===== config.mk =====
export PLATFORM = sky130hd
export DESIGN_NAME = pmw_clock_ctrl
export DESIGN_NICKNAME = d
export VERILOG_FILES = /design/src/shared/pmw_pkg.sv /design/src/rtl/pmw_clock_ctrl.sv
export VERILOG_INCLUDE_DIRS = /design/src /design/src/shared
export SDC_FILE = /design/constraint.sdc
export NUM_CORES = 1
export LEC_CHECK = 0
export ABC_AREA = 1
export BUFFER_PORTS_ARGS = -buffer_cell sky130_fd_sc_hd__buf_2
export CAP_MARGIN = 0
export CORE_UTILIZATION = 54
export DETAILED_ROUTE_END_ITERATION = 6
export MAX_ROUTING_LAYER = met4
export PLACE_DENSITY_LB_ADDON = 0.12
export SETUP_SLACK_MARGIN = 0.1
export SLEW_MARGIN = 20
export SYNTH_ARGS = -nofsm -noshare
export SYNTH_HDL_FRONTEND = slang
export SYNTH_SLANG_ARGS = --single-unit

===== constraint.sdc =====
create_clock -name clk_i -period 2.26 [get_ports clk_i]
set_input_delay 0.226 -clock clk_i [delete_from_list [all_inputs] [get_ports clk_i]]
set_output_delay 0.226 -clock clk_i [all_outputs]
set_load 0.01 [all_outputs]

===== src/shared/pmw_cfg.svh =====
// Overview of operation
// - Fast wake-up only from stop-with-slow-RC and idle-off
// - Fast wake-up enable bit gates the feature
// - Crystal fast wake runs slow RC until 1024
// - Fast RC 15-16 cycles, slow RC 1-2
// - Watchdog off: full stop wakes in 1024
// - Modes by select bits; sleep only by halt
// - Halt picks idle or sleep from two bits
// - Slow clock chosen stops fast oscillator, peripherals
// - Slow mode waits for slow-ready flag
// - Fast-ready flag only after oscillator stabilises
// - Full stop only on halt, idle=0, watchdog off
// - Full stop halts system, watchdog, time base clocks
// - Full stop keeps memory, registers, port states
// - Full stop clears and stops watchdog counter
// - Halt sets power-down, clears timeout flag
// - Idle keep-on low: clock off; high: running
// - Select=1 undivided fast; 0 divider field
`ifndef PMW_CFG_SVH
`define PMW_CFG_SVH

// ----------------------------------------------------------------
// Register offsets (byte addresses, one word each)
// ----------------------------------------------------------------
`define PMW_OFS_MODE        8'h00
`define PMW_OFS_CTRL        8'h04
`define PMW_OFS_STAT        8'h08

// ----------------------------------------------------------------
// Clock mode register fields
// ----------------------------------------------------------------
`define PMW_MODE_HL_BIT     0
`define PMW_MODE_IDLE_BIT   1
`define PMW_MODE_HRDY_BIT   2
`define PMW_MODE_LRDY_BIT   3
`define PMW_MODE_FAST_BIT   4
`define PMW_MODE_DIV_LSB    5
`define PMW_MODE_RST        8'h03

// ----------------------------------------------------------------
// Control register fields
// ----------------------------------------------------------------
`define PMW_CTRL_KEEP_BIT   0
`define PMW_CTRL_OSC_BIT    1
`define PMW_CTRL_WDT_BIT    2
`define PMW_CTRL_RST        8'h04

// ----------------------------------------------------------------
// Status register fields
// ----------------------------------------------------------------
`define PMW_STAT_PDF_BIT    0
`define PMW_STAT_TO_BIT     1
`define PMW_STAT_ST_LSB     4

// ----------------------------------------------------------------
// Divider codes and oscillator settle counts (oscillator cycles)
// ----------------------------------------------------------------
`define PMW_DIV_FIRST_FAST  3'h2
`define PMW_HXT_SETTLE      11'h400
`define PMW_INTERNAL_FAST_RC_OSC_SETTLE     11'h00f

`endif


===== src/shared/pmw_pkg.sv =====
package pmw_pkg;

  // Controller states
  typedef enum logic [2:0] {
    ST_NORMAL,
    ST_SLOW,
    ST_FULL_STOP,
    ST_STOP_SLOW_RC,
    ST_IDLE_OFF,
    ST_IDLE_ON,
    ST_WAKE,
    ST_FAST_WAKE
  } pmw_state_t;

  // System clock source
  typedef enum logic [1:0] {
    SRC_OFF,
    SRC_FAST,
    SRC_SLOW_RC
  } pmw_src_t;

  // System clock selection towards the clock tree
  typedef struct packed {
    pmw_src_t   src;
    logic       undivided;
    logic [2:0] div_sel;
  } pmw_clk_sel_t;

  // Oscillator enables
  typedef struct packed {
    logic fast_osc_en;
    logic periph_div_en;
    logic slow_rc_en;
  } pmw_osc_en_t;

endpackage


===== src/rtl/pmw_clock_ctrl.sv =====
// Our own choices: the placing of the registers and the address-and-strobe port.
`timescale 1ns/10ps
`include "pmw_cfg.svh"

module pmw_clock_ctrl (
  input  wire logic                  clk_i,
  input  wire logic                  nrst_i,
  input  wire logic [7:0]            addr_i,
  input  wire logic [7:0]            wdata_i,
  input  wire logic                  wr_i,
  input  wire logic                  rd_i,
  input  wire logic                  halt_i,
  input  wire logic                  wake_i,
  input  wire logic                  xtal_tick_i,
  input  wire logic                  fast_rc_tick_i,
  input  wire logic                  slow_rc_tick_i,
  input  wire logic                  wdt_timeout_i,
  input  wire logic                  clr_wdt_i,
  output logic [7:0]                 rdata_o,
  output logic                       cpu_run_o,
  output pmw_pkg::pmw_clk_sel_t      clk_sel_o,
  output pmw_pkg::pmw_osc_en_t       osc_en_o,
  output logic                       wdt_run_o,
  output logic                       wdt_clr_o,
  output logic                       tbase_en_o
);
  import pmw_pkg::*;

  // ----------------------------------------------------------------
  // Declarations
  // ----------------------------------------------------------------
  logic [2:0]  div_sel;             // Divider select field
  logic        fast_wakeup_enable;  // Fast wake-up control
  logic        idle_on_halt_select; // Halt goes to idle when set
  logic        high_low_clock_select;
  logic        idle_clock_keep_on;  // Idle keeps system clock
  logic        osc_is_fast_rc;      // 0 crystal, 1 internal fast RC
  logic        wdt_enable;          // Watchdog enabled
  logic        fast_osc_ready_flag;
  logic        slow_osc_ready_flag;
  logic        power_down_flag;
  logic        watchdog_timeout_flag;
  logic [10:0] settle_cnt;          // Fast oscillator settle count
  logic        wake_tick_seen;      // One edge of target clock seen
  pmw_state_t  state;
  pmw_state_t  next_state;
  pmw_state_t  wake_from;           // Low-power state left by wake
  logic        want_fast;           // Selection needs fast osc
  logic        run_state;           // CPU executing
  logic        halt_ok;             // Halt accepted this cycle
  logic        fast_tick;           // Tick of the chosen fast osc
  logic        target_tick;         // Tick of the wake target clock
  logic        next_fast_en;
  logic        next_slow_en;
  logic [10:0] settle_goal;

  // ----------------------------------------------------------------
  // Decode of the clock selection
  // ----------------------------------------------------------------
  // Slow RC only when select low and divider below 010
  assign want_fast   = high_low_clock_select | (div_sel >= `PMW_DIV_FIRST_FAST);
  assign run_state   = (state == ST_NORMAL) | (state == ST_SLOW) | (state == ST_FAST_WAKE);
  // Low-power entry exists only through halt
  assign halt_ok     = halt_i & run_state;
  assign fast_tick   = osc_is_fast_rc ? fast_rc_tick_i : xtal_tick_i;
  assign target_tick = want_fast ? fast_tick : slow_rc_tick_i;
  assign settle_goal = osc_is_fast_rc ? `PMW_INTERNAL_FAST_RC_OSC_SETTLE : `PMW_HXT_SETTLE;

  // ----------------------------------------------------------------
  // Next state
  // ----------------------------------------------------------------
  always_comb begin
    next_state = state;
    case (state)
      ST_NORMAL: begin
        // Leave for slow only once the slow RC is stable
        if (halt_ok) begin
          next_state = state;
        end else if (!want_fast && slow_osc_ready_flag) begin
          next_state = ST_SLOW;
        end
      end
      ST_SLOW: begin
        // Keep running slow until the fast osc reports ready
        if (want_fast && fast_osc_ready_flag && !halt_ok) begin
          next_state = ST_NORMAL;
        end
      end
      ST_FULL_STOP, ST_STOP_SLOW_RC, ST_IDLE_OFF, ST_IDLE_ON: begin
        if (wake_i) begin
          next_state = ST_WAKE;
        end
      end
      ST_WAKE: begin
        // Crystal with fast wake: first slow RC edge starts the CPU
        if (want_fast && !osc_is_fast_rc && fast_wakeup_enable
            && (wake_from == ST_STOP_SLOW_RC || wake_from == ST_IDLE_OFF)
            && slow_osc_ready_flag && slow_rc_tick_i) begin
          next_state = ST_FAST_WAKE;
        end else if (wake_tick_seen && want_fast && fast_osc_ready_flag) begin
          next_state = ST_NORMAL;
        end else if (wake_tick_seen && !want_fast && slow_osc_ready_flag) begin
          next_state = ST_SLOW;
        end
      end
      ST_FAST_WAKE: begin
        if (fast_osc_ready_flag) begin
          next_state = ST_NORMAL;
        end
      end
      default: begin
        next_state = ST_WAKE;
      end
    endcase
    // Halt chooses the low-power state
    if (halt_ok) begin
      if (!idle_on_halt_select) begin
        next_state = wdt_enable ? ST_STOP_SLOW_RC : ST_FULL_STOP;
      end else begin
        next_state = idle_clock_keep_on ? ST_IDLE_ON : ST_IDLE_OFF;
      end
    end
  end

  // ----------------------------------------------------------------
  // State register; power-on waits like a wake
  // ----------------------------------------------------------------
  always_ff @(posedge clk_i or negedge nrst_i) begin
    if (!nrst_i) begin
      state <= ST_WAKE;
    end else begin
      state <= next_state;
    end
  end

  // Remember the state left by the wake event
  always_ff @(posedge clk_i or negedge nrst_i) begin
    if (!nrst_i) begin
      wake_from <= ST_WAKE;
    end else if (state != ST_WAKE && next_state == ST_WAKE) begin
      wake_from <= state;
    end
  end

  // One edge of the target clock gives the 1~2 period wake delay
  always_ff @(posedge clk_i or negedge nrst_i) begin
    if (!nrst_i) begin
      wake_tick_seen <= 1'b0;
    end else if (state != ST_WAKE) begin
      wake_tick_seen <= 1'b0;
    end else if (target_tick) begin
      wake_tick_seen <= 1'b1;
    end
  end

  // ----------------------------------------------------------------
  // Oscillator enables
  // ----------------------------------------------------------------
  always_comb begin
    // Fast osc runs where it is, or will be, the system clock, and in normal even with a slow request
    case (next_state)
      ST_NORMAL, ST_WAKE, ST_FAST_WAKE: next_fast_en = want_fast;
      ST_SLOW:                          next_fast_en = want_fast;
      ST_IDLE_ON:                       next_fast_en = want_fast;
      default:                          next_fast_en = 1'b0;
    endcase
    // Normal with a slow request keeps fast osc until the switch
    if (next_state == ST_NORMAL) begin
      next_fast_en = 1'b1;
    end
    // Slow RC is off only in full stop
    next_slow_en = (next_state != ST_FULL_STOP);
  end

  always_ff @(posedge clk_i or negedge nrst_i) begin
    if (!nrst_i) begin
      osc_en_o <= '0;
    end else begin
      osc_en_o.fast_osc_en   <= next_fast_en;
      osc_en_o.periph_div_en <= next_fast_en;
      osc_en_o.slow_rc_en    <= next_slow_en;
    end
  end

  // ----------------------------------------------------------------
  // Oscillator ready flags
  // ----------------------------------------------------------------
  // Counter restarts whenever the fast osc is stopped
  always_ff @(posedge clk_i or negedge nrst_i) begin
    if (!nrst_i) begin
      settle_cnt          <= '0;
      fast_osc_ready_flag <= 1'b0;
    end else if (!osc_en_o.fast_osc_en) begin
      settle_cnt          <= '0;
      fast_osc_ready_flag <= 1'b0;
    end else if (fast_tick && !fast_osc_ready_flag) begin
      settle_cnt <= settle_cnt + 11'h001;
      if (settle_cnt + 11'h001 == settle_goal) begin
        fast_osc_ready_flag <= 1'b1;
      end
    end
  end

  // Slow RC ready after its first edge following start
  always_ff @(posedge clk_i or negedge nrst_i) begin
    if (!nrst_i) begin
      slow_osc_ready_flag <= 1'b0;
    end else if (!osc_en_o.slow_rc_en) begin
      slow_osc_ready_flag <= 1'b0;
    end else if (slow_rc_tick_i) begin
      slow_osc_ready_flag <= 1'b1;
    end
  end

  // ----------------------------------------------------------------
  // Status flags: the set always wins over a clear
  // ----------------------------------------------------------------
  always_ff @(posedge clk_i or negedge nrst_i) begin
    if (!nrst_i) begin
      power_down_flag <= 1'b0;
    end else if (halt_ok) begin
      power_down_flag <= 1'b1;
    end else if (clr_wdt_i) begin
      power_down_flag <= 1'b0;
    end
  end

  always_ff @(posedge clk_i or negedge nrst_i) begin
    if (!nrst_i) begin
      watchdog_timeout_flag <= 1'b0;
    end else if (wdt_timeout_i) begin
      watchdog_timeout_flag <= 1'b1;
    end else if (halt_ok) begin
      watchdog_timeout_flag <= 1'b0;
    end
  end

  // ----------------------------------------------------------------
  // Register writes; low-power states never touch them
  // ----------------------------------------------------------------
  always_ff @(posedge clk_i or negedge nrst_i) begin
    if (!nrst_i) begin
      {div_sel, fast_wakeup_enable} <= 4'h0;
      idle_on_halt_select           <= 1'b1;
      high_low_clock_select         <= 1'b1;
    end else if (wr_i && addr_i == `PMW_OFS_MODE) begin
      div_sel               <= wdata_i[`PMW_MODE_DIV_LSB +: 3];
      fast_wakeup_enable    <= wdata_i[`PMW_MODE_FAST_BIT];
      idle_on_halt_select   <= wdata_i[`PMW_MODE_IDLE_BIT];
      high_low_clock_select <= wdata_i[`PMW_MODE_HL_BIT];
    end
  end

  always_ff @(posedge clk_i or negedge nrst_i) begin
    if (!nrst_i) begin
      idle_clock_keep_on <= 1'b0;
      osc_is_fast_rc     <= 1'b0;
      wdt_enable         <= 1'b1;
    end else if (wr_i && addr_i == `PMW_OFS_CTRL) begin
      idle_clock_keep_on <= wdata_i[`PMW_CTRL_KEEP_BIT];
      osc_is_fast_rc     <= wdata_i[`PMW_CTRL_OSC_BIT];
      wdt_enable         <= wdata_i[`PMW_CTRL_WDT_BIT];
    end
  end

  // Read data one cycle after the strobe; unmapped reads zero
  always_ff @(posedge clk_i or negedge nrst_i) begin
    if (!nrst_i) begin
      rdata_o <= 8'h00;
    end else if (rd_i) begin
      case (addr_i)
        `PMW_OFS_MODE: rdata_o <= {div_sel, fast_wakeup_enable, slow_osc_ready_flag,
                                   fast_osc_ready_flag, idle_on_halt_select,
                                   high_low_clock_select};
        `PMW_OFS_CTRL: rdata_o <= {5'h00, wdt_enable, osc_is_fast_rc, idle_clock_keep_on};
        `PMW_OFS_STAT: rdata_o <= {1'b0, state, 2'h0, watchdog_timeout_flag,
                                   power_down_flag};
        default:       rdata_o <= 8'h00;
      endcase
    end else begin
      rdata_o <= 8'h00;
    end
  end

  // ----------------------------------------------------------------
  // Clock tree and CPU controls
  // ----------------------------------------------------------------
  // Memory, registers and ports hold simply because nothing clocks them
  always_ff @(posedge clk_i or negedge nrst_i) begin
    if (!nrst_i) begin
      cpu_run_o  <= 1'b0;
      clk_sel_o  <= '0;
      wdt_run_o  <= 1'b0;
      tbase_en_o <= 1'b0;
    end else begin
      cpu_run_o <= (next_state == ST_NORMAL) | (next_state == ST_SLOW)
                 | (next_state == ST_FAST_WAKE);
      clk_sel_o.undivided <= high_low_clock_select;
      clk_sel_o.div_sel   <= div_sel;
      case (next_state)
        ST_NORMAL, ST_IDLE_ON: clk_sel_o.src <= want_fast ? SRC_FAST : SRC_SLOW_RC;
        ST_SLOW, ST_FAST_WAKE: clk_sel_o.src <= SRC_SLOW_RC;
        default:               clk_sel_o.src <= SRC_OFF;
      endcase
      wdt_run_o  <= wdt_enable & (next_state != ST_FULL_STOP);
      tbase_en_o <= (next_state != ST_FULL_STOP) & (next_state != ST_STOP_SLOW_RC);
    end
  end

  // Watchdog counter clear pulse on halt entry
  always_ff @(posedge clk_i or negedge nrst_i) begin
    if (!nrst_i) begin
      wdt_clr_o <= 1'b0;
    end else begin
      wdt_clr_o <= halt_ok;
    end
  end
endmodule // pmw_clock_ctrl


==> reports/results.tsv, run 1 <==
metric	value	unit
status	finished clean	
Total Neg Setup Slack	0	ns
fmax	525	MHz
leakage	1.54	nW
Crit path arrival time	2.10	ns
period utilization	84.3	%
CP dominant cell by count	nand2_1	
largest net degree at the start of global routing	20	
die extent in x	70.1	um
P&R area growth vs syn	17.7	%
Hold Path Depth	2	
Crit path max-delay family	simple AND/OR/NAND/NOR gates	
final WL	5.36	mm
Synth area leaders	dfrtp_1, nand2_1, dfstp_2	
CP max-delay cell	dfstp_2	
Max Buffers Root-to-Sink	2	
reg2reg path depth	13	
Clock Skew	0.00774	ns
post-DR wirelength/cell	13.1	um
Synth Register Bits	51	
Min-Delay Path Class	input port to register	
EDFF count, synth	0	
total number of vias	2135	
CTS root buf	clkbuf_8	
count leader, synth	nand2_1	
VDD IR max	863	uV
placed insts	401	
nature of the critical path endpoint	register	
average size of a mapped cell	8.24	um^2
residual DRC count	0	
Hold Path End	watchdog_timeout_flag	
crit-path max cell delay	0.56	ns
final max-slew violation count	0	
syn nets	332	
crit path time final	1.91	ns
Distinct cells, synth	32	
number of H-tree levels	2	
vias in the first global route	2226	
TritonRoute pass-1 iters	4	
largest fanout on the critical path	7	
die area	0.00492	mm^2
sequential element share of the synthesized area	51.3	%
count of final setup violators	0	
total core area	0.00441	mm^2
site row count	24	
cell taking the most area after synthesis	dfrtp_1	
worst-skew pair later-pin latency	0.31	ns
postcts setup bufs	0	
initial core utilization	56.8	%
clock sinks	51	
Worst-Margin Slew	0.524	ns
critical path class	register to register	
GPL Wtd Cong	0.841	
CP Cell Sequence	inv_1, nand2_4, inv_2, nor2_1, nand2_1, nand2_1, nand2_1, nand2_1, nand2_1, nand2_4, nand2_1, o21ai_0, nand2_1	
Post-synth top cells	nand2_1, dfrtp_1, inv_1	
Detailed Place HPWL	4.12	mm
Worst R2R End	wake_from[0]	
critical hold path startpoint	wdt_timeout_i	
initial drt markers	196	
Slew HR	64.8	%
unrepaired setup endpoints after global routing	false	
Overall Global Routing Usage	26.6	%
fin cells	410	
via/cell ratio	5.21	
Worst EP required	2.46	ns
mapped cell area	0.00251	mm^2
ys flop type	dfrtp_1	
Reg clk slew, reported paths	0.09	ns
DRT antenna net count	0	
Power Dens Cells	1010	mW/mm^2
CTS Buf Count	5	
CTS tree	done	
synth warn	0	
first-pass GRT wire length	9.94	mm
Hold Fails Final Rpt	0	
Synth async-reset ratio	100	%
initial antenna violation count	0	
total gr overflow	0	
I/O pins	48	
Yosys top cell area share	43.9	%
layout cells sized above 1	23.5	%
DIE HEIGHT	70.1	um
reg2reg start	high_low_clock_select	
diode count	0	
Max-Cap Viols	0	
Worst setup SP type	register	
Reg2Reg Setup Slack	0.35	ns
Syn Inst Count	304	
CP bufs+invs	2	
Layout Nets	385	
PortBufs	46	
-- layout make-up --
class                   instances  area (um^2)
repair buffers                 50          263
multi-input cells             205         1040
fillers                       392         1460
clock inverters                 3         67.6
well taps                      52         65.1
clock buffers                   5         68.8
flip-flops and latches         51         1280
inverters                      44          165
-- worst max path at each step --
stage | endpoint | from | cells after the start
global route | wake_from[0] | high_low_clock_select | 13
finish | wake_from[0] | high_low_clock_select | 13
global placement | wake_from[0] | state[1] | 10
CTS | wake_from[0] | state[1] | 10
floorplan | wake_from[0] | high_low_clock_select | 13
detailed placement | wake_from[0] | state[1] | 10
-- registers in the layout, summed over array words and instances, names as in the netlist, 2 cells and up --
signal / cells
settle_cnt: 11
rdata_o: 8
clk_sel_o: 6
state: 3
osc_en_o: 2
wake_from: 3
div_sel: 3
-- metal layers --
layer | part of all wire [%] | wire [um] | global-route usage (%)
met1 | 46 | 2470 | 33.1
met2 | 49 | 2600 | 44.4
met3 | 3.5 | 189 | 3.75
met4 | 1.8 | 94 | 9.33
met5 | 0 | 0 | -
-- layout by cell type, fill, tap and decap left out --
| cell type | instances |
|---|---|
| o22ai_1 | 7 |
| or2_2 | 1 |
| inv_2 | 2 |
| clkbuf_8 | 5 |
| bufinv_16 | 2 |
| a21oi_2 | 1 |
| xor2_1 | 5 |
| a21oi_1 | 10 |
| dfrtp_1 | 44 |
| dlygate4sd3_1 | 1 |
| ha_1 | 1 |
| o211ai_1 | 2 |
| a21o_2 | 1 |
| buf_4 | 3 |
| dfstp_2 | 7 |
| o21ai_0 | 19 |
| nor3_1 | 9 |
| nor2_2 | 1 |
| inv_1 | 42 |
| nand2_1 | 80 |
| nand2_2 | 4 |
| buf_2 | 46 |
| o21ai_1 | 1 |
| o21a_1 | 2 |
| mux2_2 | 5 |
| nand4_1 | 6 |
| a22oi_1 | 1 |
| nor2_1 | 22 |
| a21boi_4 | 1 |
| o21ai_2 | 2 |
| clkinvlp_4 | 1 |
| nor4_1 | 2 |
| nand3_1 | 20 |
| nand2_4 | 2 |
-- cell families after synthesis --
group / count (synthesis) / synth area share, %
buf+inv: 48 / 7.69
mux: 5 / 2.25
fa+ha+maj: 1 / 0.499
xor+xnor: 5 / 1.75
simple gates: 147 / 25.2
compound gates: 47 / 11.4
flops: 51 / 51.3
-- worst register-to-register path: cells and delay by family (launching register included) --
| family | cells | cell delay (ns) |
|---|---|---|
| AOI/OAI and AO/OA | 1 | 0.18 |
| and+or+nand+nor | 10 | 0.90 |
| DFF | 1 | 0.56 |
| buffers and inverters | 2 | 0.16 |
-- through the flow --
step                utilization (%)  power [mW]  hold slack (ns)  setup slack, ns  instance area [um^2]
global route                   66.8        3.22           0.0920            0.131                  2950
detailed placement             63.4        2.23            0.175            0.276                  2800
CTS                            66.7        3.00            0.105            0.248                  2940
finish                         66.8        2.98            0.105            0.354                  2950
floorplan                         -        1.98          -0.0696            0.632                  2510
global placement               63.4        2.21            0.168            0.335                  2800
-- repair_timing --
item / in CTS / in global routing
resized for setup: 0 / 2
setup endpoints to repair: 0 / 1
hold buffers: 1 / 0
hold endpoints to repair: 17 / 0
-- power breakdown --
part	switching (mW)	internal (mW)	total [mW]
Sequential	0.132	1.10	1.23
Clock	0.312	0.441	0.754
Combinational	0.649	0.350	0.999
Total	1.09	1.89	2.98
Power figures use the tool's default switching activity.
==> run 2: changes to the inputs <==
Settings changed: ABC_AREA 1 to 0, CORE_UTILIZATION 54 to 50.
Clock period 2.26 ns to 1.65 ns, I/O delays scaled along.
==> run 2 against run 1 <==
  * The run now ends with negative setup slack left
  * Via count is 3.7% higher
  * Register-to-register slack worse by 0.94 ns
  * Clock-buffer cell count is 1 higher
  * Final area is 22% higher
  * Flip-flop and latch count stayed put
  * Power is 54% higher
  * Combinational power is 120% higher
  * First-iteration DRC count is 50% lower
  * Cell count is 0.49% lower
  * Largest power group is now combinational cells
  * Synthesized cell count is 21% lower
  * Worst hold slack worse by 0.074 ns
==> reports/results.tsv, run 2 <==
metric	value	unit	change
status	complete, but fails checks		
violated checks	negative setup slack		
Max Buffers Root-to-Sink	2		unchanged
Reg power frac	36.0	%	-5.2 points
average size of a mapped cell	10.6	um^2	+29%
CTS tree	done		
CP max-delay cell	dfstp_2		
max reg flops	11		unchanged
cell area after layout	0.00360	mm^2	+22%
DRT met1 WL	2.68	mm	+8.2%
Min-Delay Path Class	input port to register		
clock sinks	51		unchanged
Synth Register Bits	51		unchanged
EDFF count, synth	0		unchanged
via/cell ratio	5.43		+4.2%
Pint	2.96	mW	+57%
count leader, synth	dfrtp_1		
Slew HR	70.5	%	+5.7 points
diode count	0		unchanged
crit path time final	2.23	ns	+0.329 ns
total power	4.60	mW	+54%
DRT antenna net count	0		unchanged
vias in the first global route	2036		-8.5%
final worst slack	-0.585	ns	-0.939 ns
worst-skew pair later-pin latency	0.30	ns	about the same
ys flop type	dfrtp_1		
Reg clk slew, reported paths	0.09	ns	about the same
fin cells	408		-0.49%
Total Neg Setup Slack	-5.33	ns	-5.33 ns
CTS root buf	clkbuf_8		
total core area	0.00482	mm^2	+9.1%
sw power	1.64	mW	+50%
mapped cell area	0.00255	mm^2	+1.6%
sequential element share of the synthesized area	50.5	%	-0.81 points
total number of vias	2214		+3.7%
final max-slew violation count	0		unchanged
largest net degree at the start of global routing	34		+70%
reg2reg path depth	7		-6
DIE HEIGHT	73.4	um	+4.6%
period utilization	135	%	+51 points
initial core utilization	52.9	%	-3.9 points
combinational share of power	48.5	%	+15 points
Clock Skew	0.00547	ns	-0.00227 ns
residual DRC count	0		unchanged
Hold Path Depth	2		unchanged
sw frac	35.6	%	-1.0 points
VDD IR max	787	uV	-8.9%
post-DR wirelength/cell	15.2	um	+16%
initial drt markers	98		-50%
leakage	1.72	nW	+11%
Hold Fails Final Rpt	0		unchanged
count of final setup violators	13		+13
die area	0.00538	mm^2	+9.4%
met3 wire length	264	um	+40%
P&R area growth vs syn	41.4	%	
syn nets	268		-19%
total gr overflow	0		unchanged
met2 routed WL	3.15	mm	+21%
final WL	6.20	mm	+16%
sequential cell area	0.00129	mm^2	+0.19%
Top Registers	settle_cnt x11, rdata_o x8, clk_sel_o x6		
Detailed Place HPWL	4.21	mm	+2.2%
Layout Nets	368		-4.4%
GPL Wtd Cong	0.893		+6.2%
nature of the critical path endpoint	register		
Worst EP required	1.84	ns	-0.62 ns
Crit path arrival time	2.43	ns	+0.33 ns
Synth async-reset ratio	100	%	unchanged
Syn Inst Count	240		-21%
die extent in x	73.4	um	+4.6%
Distinct cells, synth	55		+72%
layout cells sized above 1	51.3	%	+28 points
PortBufs	46		unchanged
number of H-tree levels	2		unchanged
CTS Buf Count	5		unchanged
Worst path depth	7		-6
Worst setup SP type	register		
Max-Cap Viols	0		unchanged
cell taking the most area after synthesis	dfrtp_1		
fmax	447	MHz	-15%
highest metal used	met4		
first-pass GRT wire length	9.58	mm	-3.7%
crit-path max cell delay	0.55	ns	about the same
Worst-Margin Slew	0.442	ns	-0.0819 ns
cell area after placement	0.00318	mm^2	+14%
Post-synth top cells	dfrtp_1, nor2_1, nand2_1		
multi-input logic area	0.00139	mm^2	+34%
largest fanout on the critical path	3		-4
synth warn	0		unchanged
Yosys top cell area share	43.2	%	-0.69 points
minimum setup slack after placement	-0.478	ns	-0.754 ns
CP bufs+invs	1		-1
Crit path max-delay family	simple AND/OR/NAND/NOR gates		
Clk network pwr share	15.5	%	-9.8 points
site row count	25		+4.2%
Overall Global Routing Usage	24.8	%	-1.8 points
most frequent cells in the layout	buf_4, buf_2, dfrtp_1		
placed insts	382		-4.7%
TritonRoute pass-1 iters	4		unchanged
largest register by flop count	settle_cnt		
most common cell after layout, fill and taps aside	buf_4		
Power Dens Cells	1280	mW/mm^2	+26%
unrepaired setup endpoints after global routing	true		
Synth area leaders	dfrtp_1, dfstp_2, mux2_2		
initial antenna violation count	0		unchanged
critical path class	register to register		
fill cell count	334		-15%
I/O pins	48		unchanged
CP Cell Sequence	or3b_4, a211oi_4, buf_4, o21ai_2, o211ai_1, nand4bb_4, mux2_4		
[run 2: cell types whose count changed after synthesis, sizes merged, moves of 4 or more]
cell    change
mux2i       +8
o21ai      -10
inv        -39
o22ai       -6
nand3       -9
mux2        +6
clkbuf      +5
and2       +12
nand2      -73
xnor2       +9
and3        +4
a21oi       -4
[run 2: cells by family after synthesis]
group / Yosys count / share of synthesized area [%]
buf+inv: 17 / 3.19
mux: 19 / 8.16
flops: 51 / 50.5
xor+xnor: 16 / 5.50
compound gates: 41 / 11.6
simple gates: 95 / 20.6
fa+ha+maj: 1 / 0.491
[run 2: final timing paths]
check	from	endpoint	slack (ns)
max	wake_from[2]	wake_from[0]	-0.58
min	clr_wdt_i	power_down_flag	0.03
max reg2reg	wake_from[2]	wake_from[0]	-0.58
min reg2reg	div_sel[0]	clk_sel_o[0]	0.42
max in group asynchronous	nrst_i	high_low_clock_select	0.74
min in group asynchronous	nrst_i	settle_cnt[4]	0.32
[run 2: repair_timing]
item	in CTS	in global routing
setup buffers	6	12
endpoints found under the setup margin	21	24
hold buffers	1	0
cloned	0	0
gates resized for setup	17	30
hold endpoints to repair	14	0
pin swaps	9	18
[run 2: through the flow]
stage | hold WS, ns | util (%)
after floorplan | -0.131 | -
after global placement | 0.132 | 66.1
after detailed placement | 0.131 | 66.1
after CTS | 0.0248 | 70.3
after global routing | 0.0187 | 74.8
final | 0.0311 | 74.8
[run 2: power by group through the flow]
| stage | sequential, mW | combinational [mW] | clock, mW |
|---|---|---|---|
| after floorplan | 1.65 | 1.04 | 0 |
| after global placement | 1.65 | 1.66 | 0 |
| after detailed placement | 1.65 | 1.70 | 0 |
| after CTS | 1.64 | 1.86 | 0.726 |
| after global routing | 1.68 | 2.40 | 0.783 |
| final | 1.66 | 2.23 | 0.711 |
[run 2: layout make-up]
| cell class | instances | share of cell area (%) |
|---|---|---|
| clock inverter | 2 | 0.347 |
| multi-input combinational | 172 | 38.7 |
| tap | 67 | 2.33 |
| inverter | 5 | 0.591 |
| timing repair buffer | 105 | 20.3 |
| sequential | 51 | 35.8 |
| clock buffer | 6 | 2.02 |
[run 2: metal layers]
layer / vias to the layer above / global-route usage [%]
met5: - / -
met2: 64 / 40.2
met1: 1089 / 31.7
met3: 17 / 4.53
met4: 0 / 8.12
li1: 1044 / -
